==> config.mk <==
export PLATFORM = sky130hd
export DESIGN_NAME = aut_timer
export DESIGN_NICKNAME = d
export VERILOG_FILES = /design/src/include/aut_pkg.sv /design/src/logic/aut_sync.sv /design/src/logic/aut_timer.sv
export SDC_FILE = /design/constraint.sdc
export NUM_CORES = 1
export LEC_CHECK = 0
export BUFFER_PORTS_ARGS = -buffer_cell sky130_fd_sc_hd__buf_2
export CAP_MARGIN = 20
export CORE_MARGIN = 4
export CORE_UTILIZATION = 61
export DETAILED_ROUTE_END_ITERATION = 7
export HOLD_SLACK_MARGIN = 0.02
export PLACE_DENSITY = 0.86
export REMOVE_ABC_BUFFERS = 1
export SYNTH_ARGS = -nofsm -noshare
export SYNTH_HDL_FRONTEND = slang
export SYNTH_SLANG_ARGS = --single-unit
==> constraint.sdc <==
create_clock -name CLK_SYS -period 5.8 [get_ports CLK_SYS]
set_clock_uncertainty 0.1 [all_clocks]
set_input_delay 0.29 -clock CLK_SYS [delete_from_list [all_inputs] [get_ports CLK_SYS]]
set_output_delay 0.29 -clock CLK_SYS [all_outputs]
set_load 0.02 [all_outputs]
==> src/include/aut_pkg.sv <==
// Shared constants and types for the asynchronous timer update block
`default_nettype none
package aut_pkg;
    // ------------------------------------------------------------
    // Register byte offsets
    // ------------------------------------------------------------
    localparam logic [7:0] AUT_OFS_COUNT   = 8'h00;
    localparam logic [7:0] AUT_OFS_COMPARE = 8'h04;
    localparam logic [7:0] AUT_OFS_CONTROL = 8'h08;
    localparam logic [7:0] AUT_OFS_STATUS  = 8'h0C;
    localparam logic [7:0] AUT_OFS_FLAGS   = 8'h10;
    localparam logic [7:0] AUT_OFS_IRQ_EN  = 8'h14;

    // ------------------------------------------------------------
    // Field positions
    // ------------------------------------------------------------
    localparam int AUT_ST_CONTROL_PEND = 0;
    localparam int AUT_ST_COMPARE_PEND = 1;
    localparam int AUT_ST_COUNT_PEND   = 2;
    localparam int AUT_ST_ASYNC_SEL    = 3;
    localparam int AUT_CTL_CS_LO       = 0;
    localparam int AUT_CTL_CS_HI       = 2;
    localparam int AUT_CTL_CLR_MATCH   = 3;
    localparam int AUT_CTL_COM_LO      = 4;
    localparam int AUT_CTL_COM_HI      = 5;
    localparam int AUT_FL_COMPARE      = 0;
    localparam int AUT_FL_OVERFLOW     = 1;

    // Holding-register slots, one per asynchronous register
    localparam int AUT_SLOT_CONTROL = 0;
    localparam int AUT_SLOT_COMPARE = 1;
    localparam int AUT_SLOT_COUNT   = 2;

    // ------------------------------------------------------------
    // Reset values and timing counts
    // ------------------------------------------------------------
    localparam logic [7:0] AUT_RST_REG8     = 8'h00;
    localparam logic [7:0] AUT_COUNT_TOP    = 8'hFF;
    localparam int         AUT_FLAG_DELAY   = 3;   // processor cycles for flag visibility

    // Compare output modes
    typedef enum logic [1:0] {
        AUT_COM_OFF    = 2'h0,
        AUT_COM_TOGGLE = 2'h1,
        AUT_COM_CLEAR  = 2'h2,
        AUT_COM_SET    = 2'h3
    } aut_com_t;

    // Classic Wishbone request and response
    typedef struct packed {
        logic        cyc;
        logic        stb;
        logic        we;
        logic [7:0]  adr;
        logic [3:0]  sel;
        logic [31:0] dat;
    } aut_wb_req_t;

    typedef struct packed {
        logic        ack;
        logic [31:0] dat;
    } aut_wb_rsp_t;
endpackage
`default_nettype wire

==> src/logic/aut_sync.sv <==
// Two-stage synchroniser with rising-edge detection for an outside level
`timescale 1ns/1ps
`default_nettype none
module aut_sync #(
    parameter int STAGES = 2
) (
    input  wire logic clk,
    input  wire logic rst_b,
    input  wire logic ce,
    input  wire logic din,
    output logic      dout,
    output logic      rise
);
    import aut_pkg::*;

    logic [STAGES-1:0] sync_q;
    logic              last_q;

    // ------------------------------------------------------------
    // Elaboration check
    // ------------------------------------------------------------
    if (STAGES < 2) begin : g_bad
        $error("aut_sync needs at least two stages");
    end

    // Only the last stage is read; the first stage may be metastable
    always_ff @(posedge clk or negedge rst_b) begin
        if (!rst_b) begin
            sync_q <= '0;
            last_q <= 1'b0;
        end else if (ce) begin
            sync_q <= {sync_q[STAGES-2:0], din};
            last_q <= sync_q[STAGES-1];
        end
    end

    assign dout = sync_q[STAGES-1];
    assign rise = ce & sync_q[STAGES-1] & ~last_q;
endmodule
`default_nettype wire

==> src/logic/aut_timer.sv <==
// Timer with holding registers and update-pending flags for slow-oscillator operation
`timescale 1ns/1ps
`default_nettype none
// How it works
// - Async compare write sets compare pending; cleared when compare register is loaded.
// - Async control write sets control pending; cleared when control register is loaded.
// - Count reads give live count outside the post-wake hold; compare and control reads give holding registers.
// - Writes land in a holding register; async writes commit after two slow oscillator rising edges, sync writes at once.
// - Each of count, compare and control has its own holding register and pending flag.
// - No compare match while compare or count write is pending.
// - Wake logic re-arms only after one slow oscillator cycle.
// - Oscillator stops only in power-down; timer contents invalid afterwards.
// - Wake begins on the timer clock cycle after the interrupt condition.
// - Wake happens regardless of the global interrupt enable.
// - Flags become visible three processor cycles after the event.
// - Flag synchronisation takes three processor cycles after the timer tick.
// - Compare output pin changes on the timer tick, not processor synchronised.
// - After power-save wake in async mode, count reads hold pre-sleep value until first edge.
// - Hardware never changes compare or control register except to clear both in power-down.
// - Async select bit chooses slow oscillator when set, system clock when clear.
// - Async count write sets count pending; cleared when counter is loaded.
module aut_timer (
    input  wire logic                CLK_SYS,
    input  wire logic                RST_B,
    input  wire logic                CE,
    input  wire aut_pkg::aut_wb_req_t WB_REQ,
    output aut_pkg::aut_wb_rsp_t     WB_RSP,
    input  wire logic                SLOW_OSC_INPUT,
    input  wire logic                POWER_SAVE,
    input  wire logic                POWER_DOWN,
    output logic                     COMPARE_OUT,
    output logic                     COMPARE_IRQ,
    output logic                     OVERFLOW_IRQ,
    output logic                     WAKE
);
    import aut_pkg::*;

    // ------------------------------------------------------------
    // State
    // ------------------------------------------------------------
    logic [7:0]  hold_q [3];          // Holding registers, one per slot
    logic [2:0]  pend_q;              // Update-pending flags
    logic [2:0]  seen_q;              // First oscillator edge seen per slot
    logic [7:0]  count_q;
    logic [7:0]  compare_q;
    logic [7:0]  control_q;
    logic        async_sel_q;
    logic [1:0]  flags_q;
    logic [1:0]  irq_en_q;
    logic [AUT_FLAG_DELAY-1:0] cmp_pipe_q;
    logic [AUT_FLAG_DELAY-1:0] ovf_pipe_q;
    logic        cmp_out_q;
    logic        ack_q;
    logic [31:0] rdat_q;
    logic        wake_cond_q;
    logic        armed_q;
    logic        wake_q;
    logic        stale_q;
    logic [7:0]  stale_count_q;
    logic        save_last_q;
    logic        down_last_q;

    logic        osc_level;
    logic        osc_rise;
    logic        tick;
    logic        wr;
    logic        rd;
    logic [2:0]  commit;
    logic [2:0]  hit;
    logic [7:0]  count_next;
    logic        match;
    logic        overflow;
    logic        wake_exit;

    // ------------------------------------------------------------
    // Slow oscillator sampling
    // ------------------------------------------------------------
    aut_sync #(
        .STAGES (2)
    ) u_osc_sync (
        .clk   (CLK_SYS),
        .rst_b (RST_B),
        .ce    (CE),
        .din   (SLOW_OSC_INPUT),
        .dout  (osc_level),
        .rise  (osc_rise)
    );

    // Decode a register offset into its holding slot
    function automatic logic [2:0] slot_hit(input logic [7:0] adr);
        slot_hit = {adr == AUT_OFS_COUNT, adr == AUT_OFS_COMPARE, adr == AUT_OFS_CONTROL};
    endfunction

    // Slot select of the current bus address, shared by the holding path
    assign hit = slot_hit(WB_REQ.adr);

    // Bus strobes: a request is taken in the cycle ack is raised
    assign wr = CE & WB_REQ.cyc & WB_REQ.stb & WB_REQ.we & WB_REQ.sel[0] & ~ack_q;
    assign rd = CE & WB_REQ.cyc & WB_REQ.stb & ~WB_REQ.we & ~ack_q;

    // Counter clock: oscillator edge when async, every enabled cycle otherwise
    assign tick = (async_sel_q ? osc_rise : CE) & (control_q[AUT_CTL_CS_HI:AUT_CTL_CS_LO] != 3'h0);

    // Commit on the second rising oscillator edge after the write
    assign commit = {3{osc_rise}} & pend_q & seen_q;

    // ------------------------------------------------------------
    // Counter, match and overflow
    // ------------------------------------------------------------
    assign count_next = (count_q == AUT_COUNT_TOP) ? AUT_RST_REG8 : count_q + 8'h01;
    assign match    = tick & (count_next == compare_q)
                      & ~pend_q[AUT_SLOT_COMPARE] & ~pend_q[AUT_SLOT_COUNT];
    assign overflow = tick & (count_q == AUT_COUNT_TOP);

    // Bus write and transfer of the compare and control holding registers into the live registers
    always_ff @(posedge CLK_SYS or negedge RST_B) begin
        if (!RST_B) begin
            for (int i = 0; i < 3; i++) begin
                hold_q[i] <= AUT_RST_REG8;
            end
            pend_q    <= 3'h0;
            seen_q    <= 3'h0;
            compare_q <= AUT_RST_REG8;
            control_q <= AUT_RST_REG8;
        end else if (CE) begin
            if (POWER_DOWN) begin
                // Oscillator is stopped; contents are lost across power-down
                for (int i = 0; i < 3; i++) begin
                    hold_q[i] <= AUT_RST_REG8;
                end
                pend_q    <= 3'h0;
                seen_q    <= 3'h0;
                compare_q <= AUT_RST_REG8;
                control_q <= AUT_RST_REG8;
            end else begin
                for (int i = 0; i < 3; i++) begin
                    if (wr && hit[i]) begin
                        hold_q[i] <= WB_REQ.dat[7:0];
                        pend_q[i] <= async_sel_q;
                        seen_q[i] <= 1'b0;
                    end else if (commit[i]) begin
                        pend_q[i] <= 1'b0;
                        seen_q[i] <= 1'b0;
                    end else if (osc_rise && pend_q[i]) begin
                        seen_q[i] <= 1'b1;
                    end
                end
                // Only software writes reach these: directly in sync mode, through the holding path in async mode
                if (wr && WB_REQ.adr == AUT_OFS_COMPARE && !async_sel_q) begin
                    compare_q <= WB_REQ.dat[7:0];
                end else if (commit[AUT_SLOT_COMPARE]) begin
                    compare_q <= hold_q[AUT_SLOT_COMPARE];
                end
                if (wr && WB_REQ.adr == AUT_OFS_CONTROL && !async_sel_q) begin
                    control_q <= WB_REQ.dat[7:0];
                end else if (commit[AUT_SLOT_CONTROL]) begin
                    control_q <= hold_q[AUT_SLOT_CONTROL];
                end
            end
        end
    end

    // Live counter; a committed load replaces the increment on that tick
    always_ff @(posedge CLK_SYS or negedge RST_B) begin
        if (!RST_B) begin
            count_q <= AUT_RST_REG8;
        end else if (CE) begin
            if (POWER_DOWN) begin
                count_q <= AUT_RST_REG8;
            end else if (wr && WB_REQ.adr == AUT_OFS_COUNT && !async_sel_q) begin
                count_q <= WB_REQ.dat[7:0];
            end else if (commit[AUT_SLOT_COUNT]) begin
                count_q <= hold_q[AUT_SLOT_COUNT];
            end else if (match && control_q[AUT_CTL_CLR_MATCH]) begin
                count_q <= AUT_RST_REG8;
            end else if (tick) begin
                count_q <= count_next;
            end
        end
    end

    // Async select bit; the pending bits are not writable
    always_ff @(posedge CLK_SYS or negedge RST_B) begin
        if (!RST_B) begin
            async_sel_q <= 1'b0;
        end else if (CE && wr && WB_REQ.adr == AUT_OFS_STATUS) begin
            async_sel_q <= WB_REQ.dat[AUT_ST_ASYNC_SEL];
        end
    end

    // ------------------------------------------------------------
    // Compare output pin
    // ------------------------------------------------------------
    // Driven straight from the timer tick so it follows the timer clock
    always_ff @(posedge CLK_SYS or negedge RST_B) begin
        if (!RST_B) begin
            cmp_out_q <= 1'b0;
        end else if (CE && POWER_DOWN) begin
            cmp_out_q <= 1'b0;
        end else if (CE && match) begin
            case (aut_com_t'(control_q[AUT_CTL_COM_HI:AUT_CTL_COM_LO]))
                AUT_COM_TOGGLE: cmp_out_q <= ~cmp_out_q;
                AUT_COM_CLEAR:  cmp_out_q <= 1'b0;
                AUT_COM_SET:    cmp_out_q <= 1'b1;
                default:        cmp_out_q <= cmp_out_q;
            endcase
        end
    end

    // ------------------------------------------------------------
    // Flag synchronisation and sticky flags
    // ------------------------------------------------------------
    // Events arise on a timer tick, then wait three processor cycles
    always_ff @(posedge CLK_SYS or negedge RST_B) begin
        if (!RST_B) begin
            cmp_pipe_q <= '0;
            ovf_pipe_q <= '0;
        end else if (CE && POWER_DOWN) begin
            // Events in flight are dropped with the rest of the timer state
            cmp_pipe_q <= '0;
            ovf_pipe_q <= '0;
        end else if (CE) begin
            cmp_pipe_q <= {cmp_pipe_q[AUT_FLAG_DELAY-2:0], match};
            ovf_pipe_q <= {ovf_pipe_q[AUT_FLAG_DELAY-2:0], overflow};
        end
    end

    // Write one to clear; a new event in the same cycle wins
    always_ff @(posedge CLK_SYS or negedge RST_B) begin
        if (!RST_B) begin
            flags_q <= 2'h0;
        end else if (CE && POWER_DOWN) begin
            flags_q <= 2'h0;
        end else if (CE) begin
            if (wr && WB_REQ.adr == AUT_OFS_FLAGS) begin
                flags_q <= flags_q & ~WB_REQ.dat[1:0];
            end
            if (cmp_pipe_q[AUT_FLAG_DELAY-1]) begin
                flags_q[AUT_FL_COMPARE] <= 1'b1;
            end
            if (ovf_pipe_q[AUT_FLAG_DELAY-1]) begin
                flags_q[AUT_FL_OVERFLOW] <= 1'b1;
            end
        end
    end

    // Interrupt enables
    always_ff @(posedge CLK_SYS or negedge RST_B) begin
        if (!RST_B) begin
            irq_en_q <= 2'h0;
        end else if (CE && wr && WB_REQ.adr == AUT_OFS_IRQ_EN) begin
            irq_en_q <= WB_REQ.dat[1:0];
        end
    end

    // ------------------------------------------------------------
    // Wake from power-save
    // ------------------------------------------------------------
    // Condition is latched, the wake itself waits for the next oscillator rising edge.
    // Global interrupt enable is deliberately not consulted here.
    always_ff @(posedge CLK_SYS or negedge RST_B) begin
        if (!RST_B) begin
            wake_cond_q <= 1'b0;
            wake_q      <= 1'b0;
            armed_q     <= 1'b1;
        end else if (CE) begin
            if (POWER_SAVE && armed_q && (
                    (match && irq_en_q[AUT_FL_COMPARE]) ||
                    (overflow && irq_en_q[AUT_FL_OVERFLOW]))) begin
                wake_cond_q <= 1'b1;
            end else if (osc_rise) begin
                wake_cond_q <= 1'b0;
            end
            wake_q <= wake_cond_q & osc_rise;
            if (wake_q) begin
                armed_q <= 1'b0;
            end else if (osc_rise) begin
                armed_q <= 1'b1;
            end
        end
    end

    // Track leaving power-save to hold the old count until an edge
    assign wake_exit = save_last_q & ~POWER_SAVE;
    always_ff @(posedge CLK_SYS or negedge RST_B) begin
        if (!RST_B) begin
            save_last_q   <= 1'b0;
            down_last_q   <= 1'b0;
            stale_q       <= 1'b0;
            stale_count_q <= AUT_RST_REG8;
        end else if (CE) begin
            save_last_q <= POWER_SAVE;
            down_last_q <= POWER_DOWN;
            if (POWER_SAVE && !save_last_q) begin
                stale_count_q <= count_q;
            end
            if (wake_exit && async_sel_q) begin
                stale_q <= 1'b1;
            end else if (osc_rise) begin
                stale_q <= 1'b0;
            end
        end
    end

    // ------------------------------------------------------------
    // Wishbone slave: ack one cycle after the strobe, zero off-map
    // ------------------------------------------------------------
    always_ff @(posedge CLK_SYS or negedge RST_B) begin
        if (!RST_B) begin
            ack_q  <= 1'b0;
            rdat_q <= 32'h0000_0000;
        end else if (CE) begin
            ack_q <= WB_REQ.cyc & WB_REQ.stb & ~ack_q;
            if (rd) begin
                case (WB_REQ.adr)
                    AUT_OFS_COUNT:   rdat_q <= {24'h000000, stale_q ? stale_count_q : count_q};
                    AUT_OFS_COMPARE: rdat_q <= {24'h000000, hold_q[AUT_SLOT_COMPARE]};
                    AUT_OFS_CONTROL: rdat_q <= {24'h000000, hold_q[AUT_SLOT_CONTROL]};
                    AUT_OFS_STATUS:  rdat_q <= {28'h0000000, async_sel_q, pend_q[2:0]};
                    AUT_OFS_FLAGS:   rdat_q <= {30'h0, flags_q};
                    AUT_OFS_IRQ_EN:  rdat_q <= {30'h0, irq_en_q};
                    default:         rdat_q <= 32'h0000_0000;
                endcase
            end
        end
    end

    // ------------------------------------------------------------
    // Outputs
    // ------------------------------------------------------------
    assign WB_RSP.ack   = ack_q;
    assign WB_RSP.dat   = rdat_q;
    assign COMPARE_OUT  = cmp_out_q;
    assign COMPARE_IRQ  = flags_q[AUT_FL_COMPARE] & irq_en_q[AUT_FL_COMPARE];
    assign OVERFLOW_IRQ = flags_q[AUT_FL_OVERFLOW] & irq_en_q[AUT_FL_OVERFLOW];
    assign WAKE         = wake_q;
endmodule
`default_nettype wire

==> results of run 1 <==
layout make-up:
| type | instances | area, um^2 | area share |
|---|---|---|---|
| inverters | 14 | 52.6 | 0.00973 |
| flip-flops and latches | 89 | 2230 | 0.413 |
| clock buffers | 11 | 131 | 0.0243 |
| well taps | 105 | 131 | 0.0243 |
| multi-input cells | 374 | 2610 | 0.482 |
| repair buffers | 43 | 233 | 0.0431 |
| clock inverters | 3 | 20.0 | 0.00371 |
through the flow:
step / power (mW) / util / std cells / setup WS [ns]
after detailed placement: 0.943 / 0.641 / 624 / 2.61
after global placement: 0.929 / 0.641 / 624 / 2.74
after floorplan: 0.857 / - / 477 / 3.23
final: 1.29 / 0.661 / 639 / 2.59
after CTS: 1.29 / 0.661 / 639 / 2.62
after global routing: 1.35 / 0.661 / 639 / 2.42
worst max-delay path, cell delays in order, from the launching register on:
cell	delay (ns)
dfrtp_1	0.55
ha_1	0.36
nand3_1	0.24
nor2_1	0.44
nor3_1	0.15
a2111oi_0	0.86
a41oi_1	0.23
a31oi_1	0.21
synthesized netlist by cell type (2+ instances only):
cell	number
dfrtp_1	88
nand2_1	50
mux2_2	48
buf_4	25
o31ai_1	21
clkbuf_1	20
o21ai_0	20
mux2i_1	15
nor2_1	15
nor2b_1	15
a21oi_1	14
inv_1	14
a31oi_1	11
a2bb2oi_1	10
and3_1	10
nand3_1	10
nor3_1	9
a22o_1	8
a22oi_1	7
and2_1	7
buf_2	7
o22ai_1	7
buf_1	6
nand4_1	6
and4_1	5
xnor2_1	5
xor2_1	5
a211oi_1	3
a32oi_1	3
o21a_1	3
a31o_2	2
nand2b_1	2
nand4b_1	2
nor3b_1	2
nor4_1	2
nor4b_1	2
o21ai_1	2
o22a_1	2
or3_1	2
worst max-delay path by stage:
stage	slack (ns)	to	start
3_5_place_dp	2.61	count_q[1]$_DFFE_PN0P_	WB_REQ[36]
6_report	2.59	COMPARE_OUT$_DFFE_PN0P_	count_q[0]$_DFFE_PN0P_
2_1_floorplan	3.23	control_q[0]$_DFFE_PN0P_	ack_q$_DFFE_PN0P_
3_3_place_gp	2.74	count_q[1]$_DFFE_PN0P_	WB_REQ[36]
4_1_cts	2.62	COMPARE_OUT$_DFFE_PN0P_	count_q[0]$_DFFE_PN0P_
5_1_grt	2.42	COMPARE_OUT$_DFFE_PN0P_	count_q[0]$_DFFE_PN0P_
routing by layer:
metal | vias up | track usage | wire (um)
met3 | 32 | 0.0435 | 896
met5 | - | 0 | 0
met1 | 2040 | 0.345 | 5280
met2 | 194 | 0.415 | 5970
met4 | 0 | 0.0903 | 297
li1 | 1859 | - | -
logic make-up after synthesis:
group	after synthesis	synth area share
compound gates	125	0.175
buf+inv	72	0.0728
simple gates	151	0.162
other cells	1	0.000732
fa+ha+maj	1	0.00244
xor+xnor	10	0.0171
mux	63	0.135
flops	89	0.435
repair_timing:
item / in CTS / in global routing
endpoints found under the setup margin: 0 / 0
gates resized for setup: 0 / 0
hold buffers: 1 / 0
endpoints found under the hold margin: 29 / 0
registers in the layout (all words and copies together), names as in the netlist, 2 cells and up:
signal             count
cmp_pipe_q             3
compare_q              8
control_q              6
count_q                8
flags_q                2
hold_q                24
irq_en_q               2
ovf_pipe_q             3
pend_q                 3
rdat_q                 8
seen_q                 3
stale_count_q          8
u_osc_sync.sync_q      2
where the power goes:
part,total (mW),switching (mW),internal (mW)
Clock,0.357,0.207,0.151
Combinational,0.216,0.127,0.0886
Sequential,0.721,0.0506,0.671
==> results.json, run 1 <==
{
  "fp.dieArea_um2": 9920,
  "nets": 585,
  "fillers": 621,
  "post_cts_buffers": 0,
  "status": "finished, final reports clean",
  "insertion_delay_ns": 0.35,
  "initial_core_util": 0.626,
  "maxSlewHeadroom": 0.332,
  "ys_ff_latch": 89,
  "finalSetupViolations": 0,
  "rsz0062_at_grt": "false",
  "wl_per_cell_um": 19.5,
  "ys_seq_area_frac": 0.435,
  "die_h_um": 99.6,
  "r2r-start": "count_q[0]$_DFFE_PN0P_",
  "yosysWarnings": 0,
  "avgSynthCellArea_um2": 10.0,
  "hold-path-endpoint": "u_osc_sync.sync_q[0]$_DFFE_PN0P_",
  "ant_nets": 0,
  "postPlaceCellArea_um2": 5240,
  "core_area_um2": 8180,
  "synth.cell_area_um2": 5120,
  "rrSetupSlack_ns": 2.59,
  "fin_tns_setup_ns": 0,
  "synth_cell_type_count": 66,
  "synth_area_leader_cell": "dfrtp_1",
  "cp.arrival_ns": 3.38,
  "rows": 33,
  "power.density_nw_per_um2": 240,
  "grt_max_degree": 61,
  "diodes": 0,
  "area_growth_pct": 5.50,
  "final_common_cell": "dfrtp_1",
  "p_leak_nw": 2.48,
  "via_per_inst": 6.46,
  "final_area_um2": 5400,
  "drt_iter0_markers": 316,
  "grt_usage": 0.255,
  "reg2reg_depth": 7,
  "crit_type": "reg -> reg",
  "grt_pass1_vias": 3989,
  "hp-start": "SLOW_OSC_INPUT",
  "cts-buffers-inserted": 9,
  "ys.flop_type": "dfrtp_1",
  "antenna_found_initial": 0,
  "fin_crit_ns": 3.21,
  "synth_edf_count": 0,
  "cts_tree": "built",
  "hold_viol_final": 0,
  "critPathRequiredTime_ns": 5.97,
  "ios": 90,
  "hold-worst-slack_ns": 0.0767,
  "fin_crit_sh": 0.553,
  "synth_area_leaders": "dfrtp_1 (43%), mux2_2 (11%), buf_4 (3.7%), nand2_1 (3.7%), o31ai_1 (3.1%)",
  "portBuffers": 38,
  "worstMarginPinSlew_ns": 0.977,
  "route.final.wire_length_um": 12400,
  "fmax_mhz": 312,
  "cts.path.max_buffers": 2,
  "min_path_cells": 2,
  "num_vias": 4125,
  "first_pass_iters": 5,
  "hpwl_um": 9050,
  "ys_async_sr_fraction": 1.00,
  "drive_gt1_frac": 0.212,
  "hp-class": "in -> reg",
  "clock-sinks": 89,
  "gp_congestion": 0.913,
  "cp-end-kind": "register",
  "final_cell_mix": "dfrtp_1 (88), nand2_1 (50), mux2_2 (48)",
  "peakVddDrop_uv": 181,
  "r2r-end": "COMPARE_OUT$_DFFE_PN0P_",
  "syn_inst": 512,
  "drv_slew": 0,
  "grt_first_pass_wirelength_um": 20200,
  "cp_max_fo": 11,
  "netlist.area_leader.share": 0.430,
  "drc": 0,
  "fp.dieW_um": 99.6,
  "htree_num_levels": 3,
  "cap_violations": 0,
  "overflow": 0,
  "clockRootBuffer": "clkbuf_8",
  "clk_pin_slew_ns": 0.08,
  "start_kind": "register"
}
(Power assumes the default switching activity.)
==> run 2, diff against run 1 <==
--- a/config.mk
+++ b/config.mk
@@ -8,10 +8,10 @@
 export BUFFER_PORTS_ARGS = -buffer_cell sky130_fd_sc_hd__buf_2
 export CAP_MARGIN = 20
 export CORE_MARGIN = 4
-export CORE_UTILIZATION = 61
+export CORE_UTILIZATION = 57
 export DETAILED_ROUTE_END_ITERATION = 7
 export HOLD_SLACK_MARGIN = 0.02
-export PLACE_DENSITY = 0.86
+export PLACE_DENSITY = 0.81
 export REMOVE_ABC_BUFFERS = 1
 export SYNTH_ARGS = -nofsm -noshare
 export SYNTH_HDL_FRONTEND = slang
==> constraint.sdc (replaced) <==
create_clock -name CLK_SYS -period 3.05 [get_ports CLK_SYS]
set_clock_uncertainty 0.1 [all_clocks]
set_input_delay 0.1525 -clock CLK_SYS [delete_from_list [all_inputs] [get_ports CLK_SYS]]
set_output_delay 0.1525 -clock CLK_SYS [all_outputs]
set_load 0.02 [all_outputs]
==> results.json, run 2 (synthesized netlist as in run 1, its figures left out) <==
{
  "gp_congestion": 0.951,
  "r2r-end": "COMPARE_OUT$_DFFE_PN0P_",
  "wl_per_cell_um": 19.3,
  "antenna_found_initial": 0,
  "post_cts_resized": 0,
  "status": "finished, final reports clean",
  "core_area_um2": 8720,
  "clk_pin_slew_ns": 0.09,
  "largest_register_ffs": 24,
  "diodes": 0,
  "finalSetupViolations": 0,
  "grt_first_pass_wirelength_um": 20400,
  "rrSetupSlack_ns": 0.31,
  "r2r-start": "count_q[0]$_DFFE_PN0P_",
  "clock-sinks": 89,
  "cp_max_fo": 7,
  "p_leak_nw": 2.60,
  "nets": 604,
  "ios": 90,
  "fp.dieArea_um2": 10600,
  "overflow": 0,
  "htree_num_levels": 3,
  "ant_nets": 0,
  "setup_ws_ns": 0.308,
  "hold-worst-slack_ns": 0.0551,
  "min_path_cells": 3,
  "hold-path-endpoint": "compare_q[7]$_DFFE_PN0P_",
  "fmax_mhz": 365,
  "portBuffers": 38,
  "grt_max_degree": 40,
  "rows": 34,
  "hold_viol_final": 0,
  "crit_type": "reg -> reg",
  "first_pass_iters": 5,
  "fillers": 679,
  "fin_crit_ns": 2.74,
  "power.density_nw_per_um2": 469,
  "grt_usage": 0.251,
  "fin_crit_sh": 0.899,
  "post_cts_buffers": 0,
  "drc": 0,
  "drt_iter0_markers": 459,
  "fin_cells": 663,
  "drive_gt1_frac": 0.240,
  "grt_pass1_vias": 4072,
  "reg2reg_depth": 8,
  "critPathRequiredTime_ns": 3.23,
  "fp.dieW_um": 103,
  "place_ws_ns": 0.471,
  "area_growth_pct": 9.29,
  "hp-class": "in -> reg",
  "fin_tns_setup_ns": 0,
  "num_vias": 4209,
  "cts-buffers-inserted": 9,
  "rsz0062_at_grt": "false",
  "insertion_delay_ns": 0.36,
  "final_cell_mix": "dfrtp_1 (88), nand2_1 (50), mux2_2 (48)",
  "maxSlewHeadroom": 0.524,
  "hp-start": "WB_REQ[7]",
  "hpwl_um": 9330,
  "route.final.wire_length_um": 12800,
  "p_total_mw": 2.62,
  "regMostFlops": "hold_q",
  "drv_slew": 0,
  "start_kind": "register",
  "cp-end-kind": "register",
  "peakVddDrop_uv": 330,
  "worstMarginPinSlew_ns": 0.713,
  "clockRootBuffer": "clkbuf_8",
  "cap_violations": 0,
  "initial_core_util": 0.587,
  "final_common_cell": "dfrtp_1",
  "placedCellCount": 642,
  "die_h_um": 103,
  "cts_tree": "built",
  "cts.path.max_buffers": 2,
  "cts_hold_buf": 4,
  "via_per_inst": 6.35,
  "cp.arrival_ns": 2.92
}
-- run 2: where the power goes --
| group | switching [mW] | total [mW] | internal [mW] |
|---|---|---|---|
| combinational | 0.257 | 0.443 | 0.186 |
| clock | 0.439 | 0.818 | 0.379 |
| sequential | 0.0872 | 1.36 | 1.28 |
-- run 2: per-layer routing --
layer | up-vias | track usage | share of wire
met2 | 223 | 0.425 | 0.49
met3 | 29 | 0.0447 | 0.083
met1 | 2052 | 0.329 | 0.41
met5 | - | 0 | 0
li1 | 1905 | - | -
met4 | 0 | 0.0817 | 0.019
-- run 2: final cells by class --
class                      count  area, um^2  area share
tap                          108         135      0.0242
clock inverter                 7        70.1      0.0125
timing repair buffer          62         380      0.0680
inverter                      14        52.6     0.00939
multi-input combinational    374        2610       0.466
sequential                    89        2230       0.398
clock buffer                   9         124      0.0221
-- run 2: per-stage QoR --
stage / util / area [um^2]
after global placement: 0.614 / 5360
after global routing: 0.642 / 5600
after CTS: 0.641 / 5590
after floorplan: - / 4890
final: 0.642 / 5600
after detailed placement: 0.614 / 5360
-- run 2: worst max-delay path by stage --
stage	from	endpoint	slack, ns	cells past startpoint
after floorplan	ack_q$_DFFE_PN0P_	control_q[0]$_DFFE_PN0P_	0.48	5
final	count_q[0]$_DFFE_PN0P_	COMPARE_OUT$_DFFE_PN0P_	0.31	8
after global placement	count_q[2]$_DFFE_PN0P_	count_q[4]$_DFFE_PN0P_	0.54	6
after detailed placement	WB_REQ[36]	count_q[3]$_DFFE_PN0P_	0.47	8
after CTS	count_q[0]$_DFFE_PN0P_	COMPARE_OUT$_DFFE_PN0P_	0.45	8
after global routing	count_q[0]$_DFFE_PN0P_	COMPARE_OUT$_DFFE_PN0P_	0.15	8
-- run 2: worst max-delay path, cell delays in order, from the launching register on --
cell	delay (ns)
dfrtp_1	0.39
ha_1	0.32
nand3_1	0.25
o21a_1	0.27
nand4bb_1	0.24
a2111oi_0	0.54
buf_4	0.21
a41oi_1	0.11
a31oi_1	0.22
==> run 3, diff against run 2 <==
--- a/config.mk
+++ b/config.mk
@@ -7,6 +7,7 @@
 export LEC_CHECK = 0
 export BUFFER_PORTS_ARGS = -buffer_cell sky130_fd_sc_hd__buf_2
 export CAP_MARGIN = 20
+export CORE_ASPECT_RATIO = 1.25
 export CORE_MARGIN = 4
 export CORE_UTILIZATION = 57
 export DETAILED_ROUTE_END_ITERATION = 7
==> constraint.sdc (replaced) <==
create_clock -name CLK_SYS -period 2.86 [get_ports CLK_SYS]
set_clock_uncertainty 0.1 [all_clocks]
set_input_delay 0.143 -clock CLK_SYS [delete_from_list [all_inputs] [get_ports CLK_SYS]]
set_output_delay 0.143 -clock CLK_SYS [all_outputs]
set_load 0.02 [all_outputs]
==> results.json, run 3 (synthesized netlist as in run 1, its figures left out) <==
{
  "grt_first_pass_wirelength_um": 20900,
  "cp.arrival_ns": 2.78,
  "status": "finished, final reports clean",
  "hpwl_um": 9710,
  "cap_violations": 0,
  "ios": 90,
  "area_growth_pct": 10.6,
  "finalSetupViolations": 0,
  "grt_pass1_vias": 4170,
  "cts-buffers-inserted": 9,
  "initial_core_util": 0.588,
  "ant_nets": 0,
  "cp-end-kind": "register",
  "portBuffers": 38,
  "cpPeakStageDelay_ns": 0.55,
  "htree_num_levels": 3,
  "crit_type": "reg -> reg",
  "fp.dieW_um": 92.8,
  "peakVddDrop_uv": 308,
  "hold_viol_final": 0,
  "core_area_um2": 8700,
  "final_common_cell": "dfrtp_1",
  "overflow": 0,
  "nets": 611,
  "cp_top_family": "simple AND/OR/NAND/NOR gates",
  "rsz0062_at_grt": "false",
  "fin_tns_setup_ns": 0,
  "cts.path.max_buffers": 2,
  "diodes": 0,
  "fp.dieArea_um2": 10600,
  "final_cell_mix": "dfrtp_1 (88), nand2_1 (50), mux2_2 (48)",
  "p_total_mw": 2.78,
  "fin_crit_sh": 0.920,
  "fmax_mhz": 380,
  "path_cells": "nand4_1, or4_1, and3_1, nor4_2, and4_1, o31ai_1",
  "start_kind": "register",
  "insertion_delay_ns": 0.37,
  "regMostFlops": "hold_q",
  "rows": 38,
  "maxSlewHeadroom": 0.484,
  "slowest_stage": "or4_1",
  "antenna_found_initial": 0,
  "post_cts_resized": 0,
  "power.density_nw_per_um2": 490,
  "p_leak_nw": 2.63,
  "drive_gt1_frac": 0.246,
  "route.final.wire_length_um": 13100,
  "clk_pin_slew_ns": 0.09,
  "critPathRequiredTime_ns": 3.00,
  "worstMarginPinSlew_ns": 0.766,
  "grt_max_degree": 57,
  "drt_iter0_markers": 348,
  "gp_congestion": 0.881,
  "drv_slew": 0,
  "fillers": 696,
  "largest_register_ffs": 24,
  "fin_crit_ns": 2.63,
  "drc": 0,
  "cts_tree": "built",
  "cp_max_fo": 8,
  "first_pass_iters": 5,
  "clockRootBuffer": "clkbuf_8",
  "die_h_um": 114,
  "wl_per_cell_um": 19.2,
  "hp-class": "in -> reg",
  "clock-sinks": 89,
  "num_vias": 4217,
  "grt_usage": 0.253,
  "cp_num_buf_inv": 0,
  "via_per_inst": 6.18
}
-- run 3: what timing repair did --
item                      in CTS  in global routing
hold endpoints to repair      60                  0
setup buffers                  0                  0
hold buffers                   5                  0
-- run 3: metrics by stage --
| step | setup slack (ns) | instance area [um^2] | hold slack, ns | cells | util |
|---|---|---|---|---|---|
| global route | 0.0551 | 5660 | 0.0520 | 682 | 0.651 |
| floorplan | 0.291 | 4890 | -0.253 | 477 | - |
| finish | 0.230 | 5660 | 0.0313 | 682 | 0.651 |
| global placement | 0.390 | 5420 | 0.134 | 660 | 0.623 |
| detailed placement | 0.321 | 5420 | 0.156 | 660 | 0.623 |
| CTS | 0.292 | 5660 | 0.0201 | 681 | 0.650 |
-- run 3: worst paths after layout --
| kind | from | to | slack, ns | depth (start not counted) |
|---|---|---|---|---|
| setup / recovery | count_q[5]$_DFFE_PN0P_ | count_q[7]$_DFFE_PN0P_ | 0.23 | 6 |
| hold / removal | WB_REQ[7] | compare_q[7]$_DFFE_PN0P_ | 0.03 | 3 |
| setup reg to reg | count_q[5]$_DFFE_PN0P_ | count_q[7]$_DFFE_PN0P_ | 0.23 | 6 |
| hold reg to reg | WAKE$_DFFE_PN0P_ | armed_q$_DFFE_PN1P_ | 0.34 | 1 |
| max in group asynchronous | RST_B | hold_q[14]$_DFFE_PN0P_ | 1.62 | 3 |
| min in group asynchronous | RST_B | u_osc_sync.sync_q[1]$_DFFE_PN0P_ | 0.28 | 2 |
-- run 3: area by class of cell --
type,instances,area (um^2),area share
sequential,89,2230,0.393
clock buffer,13,169,0.0298
timing repair buffer,69,435,0.0769
inverter,14,52.6,0.00928
tap,120,150,0.0265
multi-input combinational,374,2610,0.460
clock inverter,3,23.8,0.00420
-- run 3: metal layers --
metal	wire [um]	vias up	global-route usage
met5	0	-	0
met4	416	0	0.122
met3	646	38	0.0376
met2	6590	160	0.414
met1	5460	2099	0.330
li1	-	1920	-
-- run 3: where the power goes --
part / switching (mW) / internal (mW) / total, mW
registers: 0.0866 / 1.36 / 1.45
logic: 0.280 / 0.201 / 0.480
clock network: 0.460 / 0.389 / 0.849
total: 0.826 / 1.95 / 2.78
-- run 3: worst reg2reg max path, cell delays in order (launching register included) --
cell	delay, ns
dfrtp_1	0.48
nand4_1	0.16
or4_1	0.55
and3_1	0.23
nor4_2	0.34
and4_1	0.48
o31ai_1	0.15
